<file path="src/design/rscf_pkg.sv">
package rscf_pkg;

  // ==========================================================
  // Register map
  localparam logic [7:0] WDCTL_ADDR   = 8'hD8;
  localparam logic [7:0] UNLOCK_ADDR  = 8'hC7;
  localparam logic [7:0] IRQ_ST_ADDR  = 8'hE0;
  localparam logic [7:0] IRQ_MSK_ADDR = 8'hE1;

  // ==========================================================
  // Watchdog control/status field positions
  localparam int WD_RUN_BIT  = 7;
  localparam int WD_RSV_BIT  = 6;
  localparam int WD_SEL_HI   = 5;
  localparam int WD_SEL_LO   = 4;
  localparam int WD_IF_BIT   = 3;
  localparam int WD_CAUSE    = 2;
  localparam int WD_RST_EN   = 1;
  localparam int WD_CLR_BIT  = 0;

  // Bits that need the unlock sequence before a write lands
  localparam logic [7:0] WD_GUARD_MASK = 8'hBB;
  localparam logic [7:0] WDCTL_RST     = 8'h00;

  // ==========================================================
  // Core reset values
  localparam logic [15:0] PC_RST = 16'h0000;
  localparam logic [7:0]  SP_RST = 8'h07;

  // ==========================================================
  // Unlock sequence
  localparam logic [7:0] UNLOCK_KEY1 = 8'hAA;
  localparam logic [7:0] UNLOCK_KEY2 = 8'h55;
  localparam int         UNLOCK_NS   = 30;
  localparam int         CLK_NS      = 10;
  localparam logic [2:0] UNLOCK_CYC  = 3'((UNLOCK_NS / CLK_NS));

  // ==========================================================
  // Interrupt status layout
  localparam int IRQ_W        = 3;
  localparam int IRQ_TIMEOUT  = 0;
  localparam int IRQ_WAKE     = 1;
  localparam int IRQ_WDRESET  = 2;
  localparam logic [IRQ_W-1:0] IRQ_RST = 3'h0;

  typedef enum logic [2:0] {
    UL_IDLE = 3'b001,
    UL_HALF = 3'b010,
    UL_OPEN = 3'b100
  } rscf_unlock_t;

endpackage

</file>
<file path="src/design/rscf_reset_state.sv">
`timescale 1ns/1ps

module rscf_reset_state (
  input  wire logic        clk_i,
  input  wire logic        reset_i,
  input  wire logic        pd_reset_i,
  input  wire logic        wdt_reset_i,
  input  wire logic        ext_reset_i,
  input  wire logic [7:0]  addr_i,
  input  wire logic [7:0]  wdata_i,
  input  wire logic        wr_i,
  input  wire logic        rd_i,
  input  wire logic        ram_we_i,
  input  wire logic        wd_counting_i,
  input  wire logic        wd_timeout_i,
  input  wire logic        wd_clk_rc_i,
  input  wire logic        adc_done_i,
  input  wire logic        adc_clk_rc_i,
  input  wire logic        adc_cmp_i,
  input  wire logic        power_down_i,
  output logic [7:0]       rdata_o,
  output logic             core_hold_o,
  output logic [15:0]      pc_force_o,
  output logic             sp_load_o,
  output logic [7:0]       sp_value_o,
  output logic             ram_we_o,
  output logic             wd_run_o,
  output logic [1:0]       wd_interval_o,
  output logic             wd_reset_en_o,
  output logic             wd_clear_o,
  output logic             wake_o,
  output logic             irq_o
);

  // ==========================================================
  // Address decode shared by reads and writes
  function automatic logic hit(input logic [7:0] a, input logic [7:0] base);
    hit = (a == base);
  endfunction

  logic       por_w;
  logic       any_rst_w;
  logic       wr_wd_w;
  logic       wr_ul_w;
  logic       wr_st_w;
  logic       wr_mk_w;
  logic       guard_open_w;
  logic       wake_ev_w;

  assign por_w     = reset_i | pd_reset_i;
  assign any_rst_w = por_w | wdt_reset_i | ext_reset_i;
  assign wr_wd_w   = wr_i & hit(addr_i, rscf_pkg::WDCTL_ADDR);
  assign wr_ul_w   = wr_i & hit(addr_i, rscf_pkg::UNLOCK_ADDR);
  assign wr_st_w   = wr_i & hit(addr_i, rscf_pkg::IRQ_ST_ADDR);
  assign wr_mk_w   = wr_i & hit(addr_i, rscf_pkg::IRQ_MSK_ADDR);

  // ==========================================================
  // Core hold, pc and stack pointer forcing
  logic        core_hold_ff, nxt_core_hold;
  logic        sp_load_ff, nxt_sp_load;
  logic        ram_we_ff, nxt_ram_we;

  // RAM contents are never touched; writes are only blocked while held
  always_comb begin
    nxt_core_hold = any_rst_w;
    nxt_sp_load   = any_rst_w;
    nxt_ram_we    = ram_we_i & ~any_rst_w;
  end

  always_ff @(posedge clk_i) begin
    if (reset_i) begin
      core_hold_ff <= 1'b1;
      sp_load_ff   <= 1'b1;
      ram_we_ff    <= 1'b0;
    end else begin
      core_hold_ff <= nxt_core_hold;
      sp_load_ff   <= nxt_sp_load;
      ram_we_ff    <= nxt_ram_we;
    end
  end

  // ==========================================================
  // Unlock sequencer: key1 then key2, then a short open window
  rscf_pkg::rscf_unlock_t ul_state_ff, nxt_ul_state;
  logic [2:0]             ul_cnt_ff, nxt_ul_cnt;

  always_comb begin
    nxt_ul_state = ul_state_ff;
    nxt_ul_cnt   = (ul_cnt_ff != 3'h0) ? ul_cnt_ff - 3'h1 : 3'h0;
    case (ul_state_ff)
      rscf_pkg::UL_IDLE: begin
        if (wr_ul_w && wdata_i == rscf_pkg::UNLOCK_KEY1) begin
          nxt_ul_state = rscf_pkg::UL_HALF;
          nxt_ul_cnt   = rscf_pkg::UNLOCK_CYC;
        end
      end
      rscf_pkg::UL_HALF: begin
        if (wr_ul_w && wdata_i == rscf_pkg::UNLOCK_KEY2) begin
          nxt_ul_state = rscf_pkg::UL_OPEN;
          nxt_ul_cnt   = rscf_pkg::UNLOCK_CYC;
        end else if (wr_ul_w || ul_cnt_ff == 3'h0) begin
          nxt_ul_state = rscf_pkg::UL_IDLE;
        end
      end
      rscf_pkg::UL_OPEN: begin
        // One guarded write per unlock; a stale window closes itself
        if (wr_wd_w || ul_cnt_ff == 3'h0) begin
          nxt_ul_state = rscf_pkg::UL_IDLE;
        end
      end
      default: nxt_ul_state = rscf_pkg::UL_IDLE;
    endcase
    if (any_rst_w) begin
      nxt_ul_state = rscf_pkg::UL_IDLE;
    end
  end

  always_ff @(posedge clk_i) begin
    if (reset_i) begin
      ul_state_ff <= rscf_pkg::UL_IDLE;
      ul_cnt_ff   <= 3'h0;
    end else begin
      ul_state_ff <= nxt_ul_state;
      ul_cnt_ff   <= nxt_ul_cnt;
    end
  end

  assign guard_open_w = (ul_state_ff == rscf_pkg::UL_OPEN) && (ul_cnt_ff != 3'h0);

  // ==========================================================
  // Watchdog control/status register
  logic [7:0] wdctl_ff, nxt_wdctl;
  logic       clr_pulse_ff, nxt_clr_pulse;
  logic       counting_ff;

  always_comb begin
    nxt_wdctl     = wdctl_ff;
    nxt_clr_pulse = 1'b0;
    if (wd_timeout_i) begin
      nxt_wdctl[rscf_pkg::WD_IF_BIT] = 1'b1;
    end
    if (wr_wd_w) begin
      // Free bit lands always; guarded ones only inside the window
      nxt_wdctl[rscf_pkg::WD_CAUSE] = wdata_i[rscf_pkg::WD_CAUSE];
      if (guard_open_w) begin
        nxt_wdctl[rscf_pkg::WD_RUN_BIT] = wdata_i[rscf_pkg::WD_RUN_BIT];
        nxt_wdctl[rscf_pkg::WD_SEL_HI]  = wdata_i[rscf_pkg::WD_SEL_HI];
        nxt_wdctl[rscf_pkg::WD_SEL_LO]  = wdata_i[rscf_pkg::WD_SEL_LO];
        nxt_wdctl[rscf_pkg::WD_RST_EN]  = wdata_i[rscf_pkg::WD_RST_EN];
        // Timeout in the same cycle as a clear keeps the flag set
        nxt_wdctl[rscf_pkg::WD_IF_BIT]  = wdata_i[rscf_pkg::WD_IF_BIT] | wd_timeout_i;
        nxt_clr_pulse                   = wdata_i[rscf_pkg::WD_CLR_BIT];
      end
    end
    nxt_wdctl[rscf_pkg::WD_RSV_BIT] = 1'b0;
    nxt_wdctl[rscf_pkg::WD_CLR_BIT] = 1'b0;
    // Source-dependent reset value, power-on wins over the others
    if (por_w) begin
      nxt_wdctl = rscf_pkg::WDCTL_RST;
    end else if (wdt_reset_i) begin
      nxt_wdctl                     = rscf_pkg::WDCTL_RST;
      nxt_wdctl[rscf_pkg::WD_CAUSE] = 1'b1;
    end else if (ext_reset_i) begin
      nxt_wdctl                     = rscf_pkg::WDCTL_RST;
      nxt_wdctl[rscf_pkg::WD_CAUSE] = wdctl_ff[rscf_pkg::WD_CAUSE];
    end
    if (any_rst_w) begin
      nxt_clr_pulse = 1'b0;
    end
  end

  always_ff @(posedge clk_i) begin
    if (reset_i) begin
      wdctl_ff     <= rscf_pkg::WDCTL_RST;
      clr_pulse_ff <= 1'b0;
      counting_ff  <= 1'b0;
    end else begin
      wdctl_ff     <= nxt_wdctl;
      clr_pulse_ff <= nxt_clr_pulse;
      counting_ff  <= wd_counting_i;
    end
  end

  // ==========================================================
  // Power-down wake sources; compare event is deliberately absent
  logic wake_ff;

  assign wake_ev_w = power_down_i & ((wd_timeout_i & wd_clk_rc_i)
                                   | (adc_done_i & adc_clk_rc_i));

  always_ff @(posedge clk_i) begin
    if (reset_i) begin
      wake_ff <= 1'b0;
    end else begin
      wake_ff <= wake_ev_w;
    end
  end

  // ==========================================================
  // Sticky interrupt status, write one to clear, set wins
  logic [rscf_pkg::IRQ_W-1:0] st_ff, nxt_st;
  logic [rscf_pkg::IRQ_W-1:0] mk_ff, nxt_mk;
  logic [rscf_pkg::IRQ_W-1:0] ev_w;
  logic                       irq_ff, nxt_irq;

  always_comb begin
    ev_w                         = '0;
    ev_w[rscf_pkg::IRQ_TIMEOUT]  = wd_timeout_i;
    ev_w[rscf_pkg::IRQ_WAKE]     = wake_ev_w;
    ev_w[rscf_pkg::IRQ_WDRESET]  = wdt_reset_i;
    nxt_mk = wr_mk_w ? wdata_i[rscf_pkg::IRQ_W-1:0] : mk_ff;
    for (int i = 0; i < rscf_pkg::IRQ_W; i++) begin
      nxt_st[i] = ev_w[i] | (st_ff[i] & ~(wr_st_w & wdata_i[i]));
    end
    nxt_irq = |(nxt_st & nxt_mk);
  end

  always_ff @(posedge clk_i) begin
    if (reset_i) begin
      st_ff  <= rscf_pkg::IRQ_RST;
      mk_ff  <= rscf_pkg::IRQ_RST;
      irq_ff <= 1'b0;
    end else begin
      st_ff  <= nxt_st;
      mk_ff  <= nxt_mk;
      irq_ff <= nxt_irq;
    end
  end

  // ==========================================================
  // Read port, data valid in the cycle after the strobe
  logic [7:0] rdata_ff, nxt_rdata;

  always_comb begin
    nxt_rdata = 8'h00;
    if (rd_i) begin
      if (hit(addr_i, rscf_pkg::WDCTL_ADDR)) begin
        nxt_rdata = wdctl_ff;
        nxt_rdata[rscf_pkg::WD_RUN_BIT] = counting_ff;
      end else if (hit(addr_i, rscf_pkg::IRQ_ST_ADDR)) begin
        nxt_rdata = {5'h00, st_ff};
      end else if (hit(addr_i, rscf_pkg::IRQ_MSK_ADDR)) begin
        nxt_rdata = {5'h00, mk_ff};
      end
    end
  end

  always_ff @(posedge clk_i) begin
    if (reset_i) begin
      rdata_ff <= 8'h00;
    end else begin
      rdata_ff <= nxt_rdata;
    end
  end

  // ==========================================================
  // Outputs, all from flops except the constant pc_force_o and sp_value_o
  assign rdata_o       = rdata_ff;
  assign core_hold_o   = core_hold_ff;
  assign pc_force_o    = rscf_pkg::PC_RST;
  assign sp_load_o     = sp_load_ff;
  assign sp_value_o    = rscf_pkg::SP_RST;
  assign ram_we_o      = ram_we_ff;
  assign wd_run_o      = wdctl_ff[rscf_pkg::WD_RUN_BIT];
  assign wd_interval_o = wdctl_ff[rscf_pkg::WD_SEL_HI:rscf_pkg::WD_SEL_LO];
  assign wd_reset_en_o = wdctl_ff[rscf_pkg::WD_RST_EN];
  assign wd_clear_o    = clr_pulse_ff;
  assign wake_o        = wake_ff;
  assign irq_o         = irq_ff;

  // ==========================================================
  // Checks
  a_hold_in_reset: assert property (@(posedge clk_i) disable iff (reset_i)
    any_rst_w |=> core_hold_o && sp_load_o && pc_force_o == 16'h0000)
    else $error("core not held during reset");
  a_ram_blocked: assert property (@(posedge clk_i) disable iff (reset_i)
    any_rst_w |=> !ram_we_o)
    else $error("ram write during reset");
  a_sp_value: assert property (@(posedge clk_i) disable iff (reset_i)
    sp_load_o |-> sp_value_o == 8'h07)
    else $error("stack pointer reset value wrong");
  a_wdt_cause: assert property (@(posedge clk_i) disable iff (reset_i)
    wdt_reset_i && !por_w |=> wdctl_ff == 8'h04)
    else $error("watchdog reset value wrong");
  a_por_value: assert property (@(posedge clk_i) disable iff (reset_i)
    pd_reset_i |=> wdctl_ff == rscf_pkg::WDCTL_RST)
    else $error("power reset value wrong");
  a_ext_keeps: assert property (@(posedge clk_i) disable iff (reset_i)
    ext_reset_i && !por_w && !wdt_reset_i |=> wdctl_ff[2] == $past(wdctl_ff[2]) && wdctl_ff[1] == 1'b0)
    else $error("external reset changed cause flag");
  a_flag_cleared: assert property (@(posedge clk_i) disable iff (reset_i)
    any_rst_w |=> !wd_reset_en_o && !wdctl_ff[3])
    else $error("reset left enable or flag set");
  a_guard_locked: assert property (@(posedge clk_i) disable iff (reset_i)
    wr_wd_w && !guard_open_w && !any_rst_w && !wd_timeout_i
      |=> (wdctl_ff & rscf_pkg::WD_GUARD_MASK) == ($past(wdctl_ff) & rscf_pkg::WD_GUARD_MASK))
    else $error("guarded bit written while locked");
  a_no_cmp_wake: assert property (@(posedge clk_i) disable iff (reset_i)
    adc_cmp_i && !(wd_timeout_i && wd_clk_rc_i) && !(adc_done_i && adc_clk_rc_i) |=> !wake_o)
    else $error("compare event woke the device");
  a_wake_rc: assert property (@(posedge clk_i) disable iff (reset_i)
    power_down_i && wd_timeout_i && wd_clk_rc_i |=> wake_o)
    else $error("watchdog wake missing");
  a_run_read: assert property (@(posedge clk_i) disable iff (reset_i)
    rd_i && addr_i == 8'hD8 |-> ##1 rdata_o[7] == $past(counting_ff))
    else $error("running bit read wrong");

  c_unlock_write: cover property (@(posedge clk_i) disable iff (reset_i)
    guard_open_w && wr_wd_w);
  c_wdt_reset: cover property (@(posedge clk_i) disable iff (reset_i) wdt_reset_i ##1 !any_rst_w);
  c_wake: cover property (@(posedge clk_i) disable iff (reset_i) wake_o);

endmodule // rscf_reset_state

</file>
<file path="config.mk">
export PLATFORM = sky130hd
export DESIGN_NAME = rscf_reset_state
export DESIGN_NICKNAME = d
export VERILOG_FILES = /design/src/design/rscf_pkg.sv /design/src/design/rscf_reset_state.sv
export SDC_FILE = /design/constraint.sdc
export NUM_CORES = 1
export LEC_CHECK = 0
export ABC_AREA = 1
export BUFFER_PORTS_ARGS = -buffer_cell sky130_fd_sc_hd__buf_4
export CORE_ASPECT_RATIO = 0.6
export CORE_MARGIN = 4
export CORE_UTILIZATION = 47
export DETAILED_ROUTE_END_ITERATION = 7
export PLACE_DENSITY_LB_ADDON = 0.1
export SYNTH_ARGS = -nofsm -noshare
export SYNTH_HDL_FRONTEND = slang
export SYNTH_SLANG_ARGS = --single-unit
export TNS_END_PERCENT = 10
</file>
<file path="constraint.sdc">
create_clock -name clk_i -period 1.8 [get_ports clk_i]
set_clock_uncertainty 0.15 [all_clocks]
set_input_delay 0.27 -clock clk_i [delete_from_list [all_inputs] [get_ports clk_i]]
set_output_delay 0.27 -clock clk_i [all_outputs]
set_load 0.005 [all_outputs]
</file>
==> flow_summary.ini, run 1 <==
[pwr]
combPwrFrac_pct = 9.5
switching_share_pct = 22.2
power.density_mw_per_mm2 = 736
clockPowerShare_pct = 45.4
p_sw_mw = 0.344
internal_power_mw = 1.21
peakVddDrop_mv = 0.388
seq_power_share_pct = 45.1
p_leak_nw = 1.09

[detailed_routing]
ant_nets = 0
wirelength_mm = 3.64
drc_errors = 0
drt_first_iter_violations = 52
routedWlPerCell_um = 11.1
dr_total_vias = 1449
first_pass_iters = 4
vias_per_cell = 4.42

[run_status]
outcome = completed

[global_routing]
grt_use_total_pct = 15.6
grt_pass1_wl_mm = 5.70
gr-total-overflow = 0
grt_antenna_before_repair = 0
grt_pass1_vias = 1303
grt_max_degree = 11

[logic_synthesis]
synth_top_cell_area_share_pct = 36.0
synthCells = 236
syn_area_per_cell_um2 = 7.31
yosysWarnings = 0
synth.top_cells.by_area = dfxtp_1, buf_4, inv_1
yosys.area.top_type = dfxtp_1
synth_area_mm2 = 0.00173
ys_seq_area_share_pct = 36.0
ys_types = 26
synth-seq-cells = 31

[sta]
timing.fmax_mhz = 698
rsz0062_at_grt = false
setup-tns-final_ps = 0
finalWorstSetupSlack_ps = 368
setup_viol = 0
hold_viol = 0
maxSlewViolCount = 0
fin_crit_ps = 1430
fin_crit_sh_pct = 79.6

[final_layout]
nets = 313
area_delta_synth_final_pct = 22.0
fillers = 321
insertedDiodeCount = 0
final_util_pct = 62.2
drive_gt1_share_pct = 27.6

[clock_tree]
cts_buffer_depth = 2
ctsHtreeMaxLevel = 2
cts_sinks = 31
cts-hold-fix-buffers = 0
cts_setup_buffers = 0
clkSlewWorstSetupHoldPaths_ps = 60
tritoncts = done
ctsRootBufferMaster = clkbuf_8
post_cts_resized = 0
clock_latency_ps = 270
cts_made_buffers = 5

[floorplan]
die_w_um = 86.2
die-area_mm2 = 0.00474
die_h_um = 54.9
std_cell_rows = 16
core_mm2 = 0.00338
ios = 73
start_util_pct = 51.0

[worst_setup_path]
cp-end-kind = flop
slowest_delay_ps = 360
path_cells = inv_2, nand3_2, inv_2, nor2_2, inv_2, nor2_8, inv_2, nor2_1, nor2_1
critical_path_class = reg -> reg
r2r-start = ul_cnt_ff[0]$_SDFF_PP0_
worstSetupStartpoint = ul_cnt_ff[0]$_SDFF_PP0_
slowest_stage = dfxtp_1
critPathRequiredTime_ps = 1820
arrival_ps = 1450
cp_max_fo = 5
worstSetupStartpointType = flop
crit_path_frequent_cell = inv_2

[hold_path]
hp-start = wd_counting_i
hold_class = in -> reg

[place]
dp_slack_ps = 268
dp_hpwl_mm = 2.97
gp_congestion = 0.821
numPortBuffers = 46

[run]
cap_violations = 0
worst max-delay path: cells and delay by family (launching register included):
| kind | cells | cell delay, ps |
|---|---|---|
| flops | 1 | 360 |
| buf+inv | 4 | 260 |
| simple gates | 5 | 560 |
logic make-up (layout without fill, tap and decap cells):
| logic type | after synthesis | after routing | synth area share (%) |
|---|---|---|---|
| AND/OR/NAND/NOR | 108 | 108 | 34.3 |
| buffers and inverters | 70 | 94 | 21.8 |
| flip-flops | 31 | 31 | 36.0 |
| AO/OA/AOI/OAI | 25 | 25 | 7.47 |
| other | 2 | 25 | 0.435 |
routing by layer:
metal  GRT usage (%)  wire (um)  vias up
li1                -          -      780
met1            22.0       1860      628
met2            23.3       1500       36
met3            5.18        252        5
met4            3.63         23        0
met5               0          0        -
cell usage in the layout (no fill, tap or decap), types with 2 or more instances in the layout:
cell       n
buf_4     46
conb_1    25
nor3_1     4
nor2_4     3
nand3_2    4
nor2_2     3
nand3_1   17
dfxtp_1   31
a21oi_1   10
nor2_1    26
nor2_8     2
o21ai_1    8
inv_1     35
nand4_1    8
inv_2      5
and2_1     2
clkbuf_8   6
o21ai_0    6
nand2_1   32
nand2_2    3
path summary, 6_finish.rpt:
path	to	slack [ps]	cells after the start
max	wdctl_ff[4]$_SDFFE_PP0N_	370	9
min	counting_ff$_SDFF_PP0_	50	3
max reg2reg	wdctl_ff[4]$_SDFFE_PP0N_	370	9
min reg2reg	rdata_o[7]$_SDFF_PP0_	260	2
sequential cells by signal (all words and copies together), names as in the netlist, 3 cells and up:
signal,count
mk_ff,3
rdata_o,7
st_ff,3
ul_cnt_ff,3
ul_state_ff,3
wdctl_ff,6
cells in the mapped netlist (all sizes together):
cell type and number:
a22o 1, nor2 34, nand2 36, conb 2, inv 40, nand4 8
nand3 22, dfxtp 31, nor3 6, a21oi 10, buf 30, o21ai 14
and2 2
power groups by stage:
stage / registers [mW] / logic [mW] / clock network [mW]
CTS: 0.699 / 0.146 / 0.719
detailed placement: 0.715 / 0.145 / 0
global placement: 0.715 / 0.143 / 0
global route: 0.700 / 0.166 / 0.754
finish: 0.700 / 0.147 / 0.703
floorplan: 0.714 / 0.112 / 0
area by class of cell:
type | instances | area, um2 | share of cell area, %
well taps | 45 | 56.3 | 2.68
flip-flops and latches | 31 | 621 | 29.5
repair buffers | 46 | 345 | 16.4
clock buffers | 6 | 82.6 | 3.92
inverters | 40 | 150 | 7.13
multi-input cells | 158 | 815 | 38.7
clock inverters | 2 | 35.0 | 1.66
stage by stage:
step	power, mW	hold slack (ps)	instances	area, um2
floorplan	0.826	227	259	1810
global placement	0.858	254	320	1990
detailed placement	0.860	253	320	1990
CTS	1.56	45.4	328	2100
global route	1.62	52.6	328	2100
finish	1.55	46.6	328	2100
(Power assumes the default switching activity.)
==> run 2, diff against run 1 <==
--- a/config.mk
+++ b/config.mk
@@ -5,11 +5,11 @@
 export SDC_FILE = /design/constraint.sdc
 export NUM_CORES = 1
 export LEC_CHECK = 0
-export ABC_AREA = 1
+export ABC_AREA = 0
 export BUFFER_PORTS_ARGS = -buffer_cell sky130_fd_sc_hd__buf_4
 export CORE_ASPECT_RATIO = 0.6
 export CORE_MARGIN = 4
-export CORE_UTILIZATION = 47
+export CORE_UTILIZATION = 42
 export DETAILED_ROUTE_END_ITERATION = 7
 export PLACE_DENSITY_LB_ADDON = 0.1
 export SYNTH_ARGS = -nofsm -noshare
==> constraint.sdc (replaced) <==
create_clock -name clk_i -period 1.27 [get_ports clk_i]
set_clock_uncertainty 0.15 [all_clocks]
set_input_delay 0.1905 -clock clk_i [delete_from_list [all_inputs] [get_ports clk_i]]
set_output_delay 0.1905 -clock clk_i [all_outputs]
set_load 0.005 [all_outputs]
==> run 2 against run 1 <==
  * The flow now finishes with violations (negative setup slack)
  * Via count grew 12%
  * Synthesized cell count shrank 24%
  * Global-route usage grew 3.7 points
  * Flip-flop and latch count is the same
  * Sequential share of layout area shrank 3.7 points
  * Die area grew 3.6%
  * Final area grew 15%
  * Final cell count shrank 4.6%
  * Non-clock buffer count grew 40
  * Hold slack gained 6.6 ps
  * Wire length grew 33%
  * First-iteration DRC count grew 56%
  * Largest cell class unchanged
  * Largest power group unchanged
  * Highest routed layer unchanged
==> flow_summary.ini, run 2 <==
[run_status]
outcome = finished, violations left
failed_checks = negative setup slack

[floorplan]
die-area_mm2 = 0.00490
die_h_um = 55.9
start_util_pct = 43.6
std_cell_rows = 17
ios = 73
core_mm2 = 0.00368
die_w_um = 87.8

[sta]
fin_crit_ps = 1800
rsz0062_at_grt = true
timing.fmax_mhz = 555
maxSlewViolCount = 0
hold_viol = 0
fin_crit_sh_pct = 142
finalWorstSetupSlack_ps = -533
setup_viol = 14

[final_layout]
stdcell_area_mm2 = 0.00241
most-common-layout-cells = buf_4, dfxtp_1, conb_1
nets = 296
final_common_cell = buf_4
area_delta_synth_final_pct = 50.5
insertedDiodeCount = 0
layout.cells.non_filler = 313
largest_reg_flops = 7
drive_gt1_share_pct = 44.4

[place]
dpl.cell_count = 303
gp_congestion = 0.773
dp_slack_ps = -516
numPortBuffers = 46
place_area_mm2 = 0.00216
dp_hpwl_mm = 3.74

[logic_synthesis]
ys_types = 47
synth_area_mm2 = 0.00160
synth_top_cell_area_share_pct = 38.7
synthCells = 180
ys_seq_area_share_pct = 38.7
yosys.area.top_type = dfxtp_1
synth-seq-cells = 31
synth_common_cells = dfxtp_1, buf_4, nor2_1
syn_area_per_cell_um2 = 8.91
ys_async_sr_fraction_pct = 0
yosysWarnings = 0
synth_top_flop_cell = dfxtp_1
synth-edff-count = 0
synth.top_cells.by_area = dfxtp_1, buf_4, and2_1
yosysMostFrequentCell = dfxtp_1

[clock_tree]
cts_buffer_depth = 2
tritoncts = done
clock_latency_ps = 280
ctsHtreeMaxLevel = 2
cts_made_buffers = 5
clkSlewWorstSetupHoldPaths_ps = 70
cts_sinks = 31
cts_setup_buffers = 0
ctsRootBufferMaster = clkbuf_8

[pwr]
power.density_mw_per_mm2 = 941
p_leak_nw = 1.07
peakVddDrop_mv = 0.503

[global_routing]
gr-max-usage-layer = met2
met2_usage_pct = 31.5
grt_pass1_wl_mm = 7.38
gr-usage-met3_pct = 5.47
grt_antenna_before_repair = 0
grt_use_total_pct = 19.4
met1_usage_pct = 24.6
gr-total-overflow = 0
grt_pass1_vias = 1585
grt_max_degree = 11

[detailed_routing]
routedWlPerCell_um = 15.4
dr_total_vias = 1620
vias_per_cell = 5.18
first_pass_iters = 4
drc_errors = 0
ant_nets = 0
wirelength_mm = 4.84
drt_first_iter_violations = 81

[worst_setup_path]
critical_path_class = reg -> reg
worstSetupStartpointType = flop
cp-end-kind = flop
arrival_ps = 1820
critPathRequiredTime_ps = 1290
cp_max_fo = 2

[run]
cap_violations = 0

[hold_path]
hold_class = in -> reg
==> run 2: kinds of logic after synthesis <==
group / Yosys count / share of synthesized area (%)
simple gates: 73 / 29.1
buf+inv: 37 / 15.2
compound gates: 35 / 15.3
flops: 31 / 38.7
mux: 2 / 1.25
other cells: 2 / 0.468
==> run 2: worst max-delay path, cell delays in order (launching register included) <==
cell	delay (ps)
dfxtp_1	320
or3b_4	390
or2_4	240
or4_1	470
o311a_1	130
==> run 2: final cells by class <==
class	instances	area [um2]
Clock buffer	6	82.6
Clock inverter	2	35.0
Fill cell	295	1260
Inverter	6	22.5
Multi-Input combinational cell	135	940
Sequential cell	31	622
Tap cell	47	58.8
Timing Repair Buffer	86	654
==> run 2: path summary, 6_finish.rpt <==
path	start	to	slack, ps	depth (start not counted)
worst max register to register	ul_state_ff[1]$_SDFFE_PP0P_	wdctl_ff[3]$_SDFF_PP0_	-530	4
worst max-delay path	ul_state_ff[1]$_SDFFE_PP0P_	wdctl_ff[3]$_SDFF_PP0_	-530	4
worst min register to register	counting_ff$_SDFF_PP0_	rdata_o[7]$_SDFF_PP0_	280	1
worst min-delay path	pd_reset_i	wdctl_ff[2]$_SDFFE_PP0P_	50	3
==> run 2: where the power goes <==
part | switching [mW] | internal [mW]
sequential | 0.00709 | 0.986
clock | 0.376 | 0.634
combinational | 0.129 | 0.140
total | 0.511 | 1.76
==> run 2: stage by stage <==
stage               TNS [ps]  hold WS [ps]  total power, mW  util (%)
detailed placement     -7660           257             1.26      58.8
CTS                    -3320          41.1             2.26      63.5
finish                 -3450          53.3             2.27      65.6
global route           -4260          48.7             2.34      65.6
floorplan              -3230           162             1.15         -
global placement       -7150           248             1.25      58.8
==> run 2: per-layer routing <==
metal / share of wire, % / vias up
li1: - / 772
met1: 42 / 771
met2: 48 / 73
met3: 9.7 / 4
met4: 0.89 / 0
met5: 0 / -
==> run 2: timing repair <==
action | CTS | global route
resized for setup | 13 | 15
endpoints found under the hold margin | 2 | 0
setup endpoints to repair | 18 | 20
gates cloned | 0 | 0
pin swaps | 5 | 5
hold buffers | 2 | 0
